`src/hdl/dsr_pkg.sv`:
```
// Package for the diagnostic, ADC and CRC status register bank.
// Assumes a byte-wide register read port from the serial bus decoder.
package dsr_pkg;
   // ************************************************************
   // Register offsets
   // ************************************************************
   localparam logic [7:0] SUPPLY_ADC_RESULT_OFS = 8'h72;
   localparam logic [7:0] ADC_CONVERSION_RESULT_OFS = 8'h73;
   localparam logic [7:0] DIAG_FAULT_LOW_OFS = 8'h74;
   localparam logic [7:0] DIAG_FAULT_HIGH_OFS = 8'h75;
   localparam logic [7:0] EEPROM_CRC_REFERENCE_OFS = 8'h77;
   localparam logic [7:0] CONFIG_CRC_CALCULATED_OFS = 8'h78;
   // ************************************************************
   // Reset values and field layout
   // ************************************************************
   localparam logic [7:0] ADC_RESULT_RST = 8'h00;
   localparam logic [7:0] SUPPLY_ADC_RST = 8'h00;
   localparam logic [7:0] CONFIG_CRC_RST = 8'h00;
   localparam logic [11:0] DIAG_FAULT_RST = 12'h000;
   localparam logic [7:0] CRC_REF_RST_BASE = 8'hB3;
   localparam logic [7:0] CRC_REF_RST_ALT = 8'h09;
   localparam int DIAG_LOW_MSB = 7;
   localparam int DIAG_HIGH_MSB = 11;
   localparam int DIAG_HIGH_LSB = 8;
   localparam logic [7:0] UNMAPPED_DATA = 8'h00;
endpackage : dsr_pkg

```
`src/hdl/dsr_status_regs.sv`:
```
// Read-only status bank: ADC results, diagnostic faults, CRC values.
// Assumes a decoder issuing one-cycle read strobes and engine pulses.
`timescale 1ns/1ps
module dsr_status_regs #(
   parameter bit ALT_VARIANT = 1'b0
) (
   // Clock and reset
   input wire logic ref_clk_in,
   input wire logic sys_rst_in,
   // Register read port
   input wire logic rd_en_in,
   input wire logic [7:0] rd_addr_in,
   output logic [7:0] rd_data_out,
   // ADC engine
   input wire logic adc_done_in,
   input wire logic [7:0] adc_result_in,
   input wire logic supply_done_in,
   input wire logic [7:0] supply_result_in,
   // Diagnostic engine
   input wire logic diag_start_in,
   input wire logic diag_done_in,
   input wire logic [11:0] diag_open_in,
   input wire logic [11:0] diag_short_in,
   input wire logic [11:0] diag_single_in,
   // CRC engine and EEPROM
   input wire logic crc_valid_in,
   input wire logic [7:0] crc_value_in,
   input wire logic crc_ref_load_in,
   input wire logic [7:0] crc_ref_in,
   // Status flags
   output logic conversion_complete_flag_out,
   output logic diag_complete_flag_out,
   output logic crc_mismatch_flag_out
);
   logic [7:0] supply_adc_reg;
   logic [7:0] adc_result_reg;
   logic [11:0] diag_fault_reg;
   logic [7:0] crc_ref_reg;
   logic [7:0] conf_crc_reg;
   logic conv_done_reg;
   logic diag_done_reg;
   logic crc_fail_reg;
   logic adc_read;

   // ************************************************************
   // Address decode
   // ************************************************************
   // One read strobe aimed at one offset; shared by logic and checks
   function automatic logic is_read(input logic en, input logic [7:0] addr,
      input logic [7:0] ofs);
      is_read = en && (addr == ofs);
   endfunction : is_read

   // ************************************************************
   // Result registers
   // ************************************************************
   // Supply result: cleared only to keep simulation free of X
   always_ff @(posedge ref_clk_in) begin
      if (sys_rst_in) begin
         supply_adc_reg <= dsr_pkg::SUPPLY_ADC_RST;
      end else if (supply_done_in) begin
         supply_adc_reg <= supply_result_in;
      end
   end

   // General result
   always_ff @(posedge ref_clk_in) begin
      if (sys_rst_in) begin
         adc_result_reg <= dsr_pkg::ADC_RESULT_RST;
      end else if (adc_done_in) begin
         adc_result_reg <= adc_result_in;
      end
   end

   // ************************************************************
   // Diagnostic faults
   // ************************************************************
   // A new run wipes old results; finish latches any fault type
   always_ff @(posedge ref_clk_in) begin
      if (sys_rst_in) begin
         diag_fault_reg <= dsr_pkg::DIAG_FAULT_RST;
      end else if (diag_done_in) begin
         diag_fault_reg <= diag_open_in | diag_short_in
            | diag_single_in;
      end else if (diag_start_in) begin
         diag_fault_reg <= dsr_pkg::DIAG_FAULT_RST;
      end
   end

   // Done flag drops on a new start so stale flags are not trusted
   always_ff @(posedge ref_clk_in) begin
      if (sys_rst_in) begin
         diag_done_reg <= 1'b0;
      end else if (diag_done_in) begin
         diag_done_reg <= 1'b1;
      end else if (diag_start_in) begin
         diag_done_reg <= 1'b0;
      end
   end

   // ************************************************************
   // CRC registers
   // ************************************************************
   // Reference default depends on device variant
   always_ff @(posedge ref_clk_in) begin
      if (sys_rst_in) begin
         crc_ref_reg <= ALT_VARIANT ? dsr_pkg::CRC_REF_RST_ALT
                                    : dsr_pkg::CRC_REF_RST_BASE;
      end else if (crc_ref_load_in) begin
         crc_ref_reg <= crc_ref_in;
      end
   end

   // Computed CRC refreshes on each configuration recompute
   always_ff @(posedge ref_clk_in) begin
      if (sys_rst_in) begin
         conf_crc_reg <= dsr_pkg::CONFIG_CRC_RST;
      end else if (crc_valid_in) begin
         conf_crc_reg <= crc_value_in;
      end
   end

   // Compare is registered one cycle after either side updates
   always_ff @(posedge ref_clk_in) begin
      if (sys_rst_in) begin
         crc_fail_reg <= 1'b0;
      end else begin
         crc_fail_reg <= (conf_crc_reg != crc_ref_reg);
      end
   end

   // ************************************************************
   // Conversion-complete flag and read port
   // ************************************************************
   // Only a read of the general result clears the flag
   assign adc_read = is_read(rd_en_in, rd_addr_in,
      dsr_pkg::ADC_CONVERSION_RESULT_OFS);

   // New result wins over a clearing read in the same cycle
   always_ff @(posedge ref_clk_in) begin
      if (sys_rst_in) begin
         conv_done_reg <= 1'b0;
      end else if (adc_done_in) begin
         conv_done_reg <= 1'b1;
      end else if (adc_read) begin
         conv_done_reg <= 1'b0;
      end
   end

   // Read data registered; reads alter no stored value but the conversion-complete flag
   always_ff @(posedge ref_clk_in) begin
      if (sys_rst_in) begin
         rd_data_out <= dsr_pkg::UNMAPPED_DATA;
      end else if (rd_en_in) begin
         case (rd_addr_in)
            dsr_pkg::SUPPLY_ADC_RESULT_OFS: rd_data_out <= supply_adc_reg;
            dsr_pkg::ADC_CONVERSION_RESULT_OFS: rd_data_out <= adc_result_reg;
            dsr_pkg::DIAG_FAULT_LOW_OFS:
               rd_data_out <= diag_fault_reg[dsr_pkg::DIAG_LOW_MSB:0];
            dsr_pkg::DIAG_FAULT_HIGH_OFS:
               rd_data_out <= {4'h0, diag_fault_reg[dsr_pkg::DIAG_HIGH_MSB:
                  dsr_pkg::DIAG_HIGH_LSB]};
            dsr_pkg::EEPROM_CRC_REFERENCE_OFS: rd_data_out <= crc_ref_reg;
            dsr_pkg::CONFIG_CRC_CALCULATED_OFS: rd_data_out <= conf_crc_reg;
            default: rd_data_out <= dsr_pkg::UNMAPPED_DATA;
         endcase
      end
   end

   // Flags leave straight from their flip-flops
   assign conversion_complete_flag_out = conv_done_reg;
   assign diag_complete_flag_out = diag_done_reg;
   assign crc_mismatch_flag_out = crc_fail_reg;
endmodule : dsr_status_regs

```
`config.mk`:
```
export PLATFORM = sky130hd
export DESIGN_NAME = dsr_status_regs
export DESIGN_NICKNAME = d
export VERILOG_FILES = /design/src/hdl/dsr_pkg.sv /design/src/hdl/dsr_status_regs.sv
export SDC_FILE = /design/constraint.sdc
export NUM_CORES = 1
export LEC_CHECK = 0
export BUFFER_PORTS_ARGS = -buffer_cell sky130_fd_sc_hd__clkbuf_2
export CAP_MARGIN = 10
export CORE_UTILIZATION = 51
export CTS_BUF_LIST = sky130_fd_sc_hd__clkbuf_8
export DETAILED_ROUTE_END_ITERATION = 8
export PLACE_DENSITY = 0.84
export SYNTH_ARGS = -nofsm -noshare
export SYNTH_HDL_FRONTEND = slang
export SYNTH_SLANG_ARGS = --single-unit
```
`constraint.sdc`:
```
create_clock -name ref_clk_in -period 1.36 [get_ports ref_clk_in]
set_input_delay 0.272 -clock ref_clk_in [delete_from_list [all_inputs] [get_ports ref_clk_in]]
set_output_delay 0.272 -clock ref_clk_in [all_outputs]
set_load 0.01 [all_outputs]
```
==> impl_metrics.py <==
metrics = {
    "run_status": {
        "outcome": "finished clean",
    },
    "clock_network": {
        "worstSkewPairLatency_ps": 310,
        "clock_sinks": 55,
        "cts_buffer_depth": 2,
        "cts_tree": "built",
        "ctsHoldBuffers": 0,
        "cts_setup_buffers": 0,
        "clk_pin_slew_ps": 100,
        "cts_made_buffers": 5,
        "cts_htree_levels": 2,
        "root_buffer": "clkbuf_8",
    },
    "sta": {
        "tightest_slew_ps": 381,
        "rsz0062_at_grt": "false",
        "fin_tns_setup_ps": 0,
        "period_minus_slack_ps": 1230,
        "relSlewSlack_pct": 74.0,
        "drv_slew": 0,
        "clock_skew_ps": 9.54,
        "max_freq_mhz": 814,
        "fin_crit_sh_pct": 90.4,
        "final-setup-viol-count": 0,
        "hold_viol": 0,
    },
    "finish": {
        "drive_gt1_share_pct": 32.9,
        "regArea_um2": 1100,
        "final_common_cell": "clkbuf_2",
        "final_cell_mix": "clkbuf_2 (95), dfxtp_1 (55), nor2_1 (39)",
        "nFillCells": 409,
        "fin_nets": 464,
        "largest_reg_flops": 12,
        "syn_to_final_growth_pct": 29.5,
        "multi_input_area_um2": 1380,
        "antenna_cells": 0,
    },
    "placed_design": {
        "routabilityCongestion": 0.946,
        "io_buffers": 95,
        "hpwlAfterDp_mm": 4.70,
    },
    "power_and_ir_drop": {
        "power_frac_comb_pct": 15.0,
        "switchingPower_mw": 0.817,
        "leakage_nw": 1.51,
        "peakVddDrop_uv": 699,
        "swShare_pct": 25.2,
        "power_density_nw_per_um2": 984,
        "seqPwrFrac_pct": 54.5,
        "p_total_mw": 3.24,
        "cellInternalPower_mw": 2.42,
        "clkPwrFrac_pct": 30.5,
    },
    "logic_synthesis": {
        "avgSynthCellArea_um2": 9.14,
        "yosysSeqAreaShare_pct": 43.3,
        "synthCells": 278,
        "synth_top_cells_by_area": "dfxtp_1 (43%), mux2i_1 (14%), nor2_1 (5.8%)",
        "synth_largest_area_cell": "dfxtp_1",
        "yosysTopAreaCellShare_pct": 43.3,
        "netlist_area_um2": 2540,
        "ys_ff_latch": 55,
        "synth_warnings": 0,
        "synth.distinct_cells": 32,
        "syn_nets": 363,
    },
    "global_route": {
        "grt.total_usage_pct": 24.4,
        "overflow": 0,
        "met2_usage_pct": 40.4,
        "top_usage_layer": "met2",
        "grt_pass1_wl_mm": 9.96,
        "met3_usage_pct": 4.97,
        "grt_max_degree": 48,
        "grt_pass1_vias": 2241,
        "gr-usage-met1_pct": 31.3,
        "antenna_found_initial": 0,
    },
    "setup_path": {
        "cp_max_fo": 3,
        "crit_path_end_kind": "flop",
        "cp_slowest_cell": "dfxtp_1",
        "worstSetupPathType": "flop to flop",
        "path_cells": "nand3b_1 > a2111oi_4 > a221oi_1 > a22oi_1",
        "crit_buf_inv": 0,
        "critPathMaxStageDelay_ps": 390,
        "crit_start": "conf_crc_reg[4]",
        "crit_family": "compound AO/OA/AOI/OAI gates",
        "cp_data_required_time_ps": 1590,
        "worstSetupStartpointType": "flop",
        "cp.arrival_ps": 1460,
        "reg2reg_from": "conf_crc_reg[4]",
    },
    "drt": {
        "drc": 0,
        "via_per_inst": 5.36,
        "finalWirelength_mm": 6.14,
        "routed-via-count": 2394,
        "drt_first_pass_iters": 4,
        "initialDrtViolationCount": 127,
        "routedWlPerCell_um": 13.7,
        "postRouteAntennaNets": 0,
    },
    "hold_path": {
        "hp-class": "primary input to flop",
        "hold_start": "crc_ref_in[7]",
    },
    "die": {
        "core_area_um2": 4750,
        "chipWidth_um": 72.6,
        "die-area_um2": 5270,
        "core.rowCount": 25,
        "die_h_um": 72.6,
        "io_pins": 96,
        "start_util_pct": 53.4,
    },
    "flow_run": {
        "cap_viol_max_count": 0,
    },
}
==> per-stage QoR <==
step	cell area (um^2)	setup slack (ps)	utilization [%]	instances	hold slack, ps
6_report	3290	131	69.2	447	156
5_1_grt	3290	2.86	69.2	447	159
4_1_cts	3270	104	68.8	447	153
3_5_place_dp	3170	-96.4	66.6	439	452
3_3_place_gp	3170	-64.2	66.6	439	450
2_1_floorplan	2540	111	-	278	390
==> layout make-up <==
class,instances,share of cell area [%]
clock buffer,7,2.93
inverter,1,0.114
multi-input combinational,203,41.8
sequential,55,33.5
timing repair buffer,113,18.9
tap,67,2.55
clock inverter,1,0.228
==> worst reg2reg max path, cell delays in order, from the launching register on <==
cell       delay [ps]
dfxtp_1           390
nand3b_1          150
a2111oi_4         360
a221oi_1           80
a22oi_1           170
==> power groups by stage <==
stage / Combinational (mW) / Clock [mW] / Sequential, mW
floorplan: 0.273 / 0 / 1.78
global placement: 0.465 / 0 / 1.80
detailed placement: 0.478 / 0 / 1.80
CTS: 0.482 / 1.00 / 1.76
global route: 0.537 / 1.07 / 1.77
finish: 0.485 / 0.988 / 1.76
==> worst paths after layout <==
check / to / cells past startpoint / slack (ps)
max: rd_data_out[4] / 4 / 130
min: crc_ref_reg[7] / 2 / 160
max reg2reg: rd_data_out[4] / 4 / 130
min reg2reg: rd_data_out[5] / 2 / 460
==> timing repair <==
item	in CTS	in global routing
gates resized for setup	0	4
endpoints found under the hold margin	0	0
endpoints found under the setup margin	0	2
==> logic make-up (layout without fill, tap and decap cells) <==
| family | count (synthesis) | count (layout) | synth area share [%] |
|---|---|---|---|
| AOI/OAI and AO/OA | 43 | 43 | 11.5 |
| xor gates and xnor gates | 8 | 8 | 2.76 |
| buffers and inverters | 20 | 122 | 3.35 |
| DFF | 55 | 55 | 43.3 |
| muxes | 39 | 39 | 15.5 |
| and+or+nand+nor | 113 | 113 | 23.6 |
==> layer usage <==
| layer | vias to the layer above | wire length, um |
|---|---|---|
| li1 | 1198 | - |
| met1 | 1099 | 2820 |
| met2 | 84 | 2870 |
| met3 | 13 | 305 |
| met4 | 0 | 136 |
| met5 | - | 0 |
==> cell usage after synthesis, drive strengths merged <==
cell type and count:
dfxtp 55, nor2 39, mux2i 36, nor3 17, nand2 16, a21oi 15, nor4b 13, clkbuf 12
xor2 8, buf 7, nand3b 6, o21ai 6, a211o 5, a22oi 5, and2 5, nor2b 5
o2bb2ai 5, a2111oi 3, a221oi 3, mux2 3, nand2b 3, nand3 3, nor4 2, a22o 1
and3b 1, inv 1, nand4b 1, nor3b 1, or4 1
Note: power is estimated with default switching activity, not from simulation.
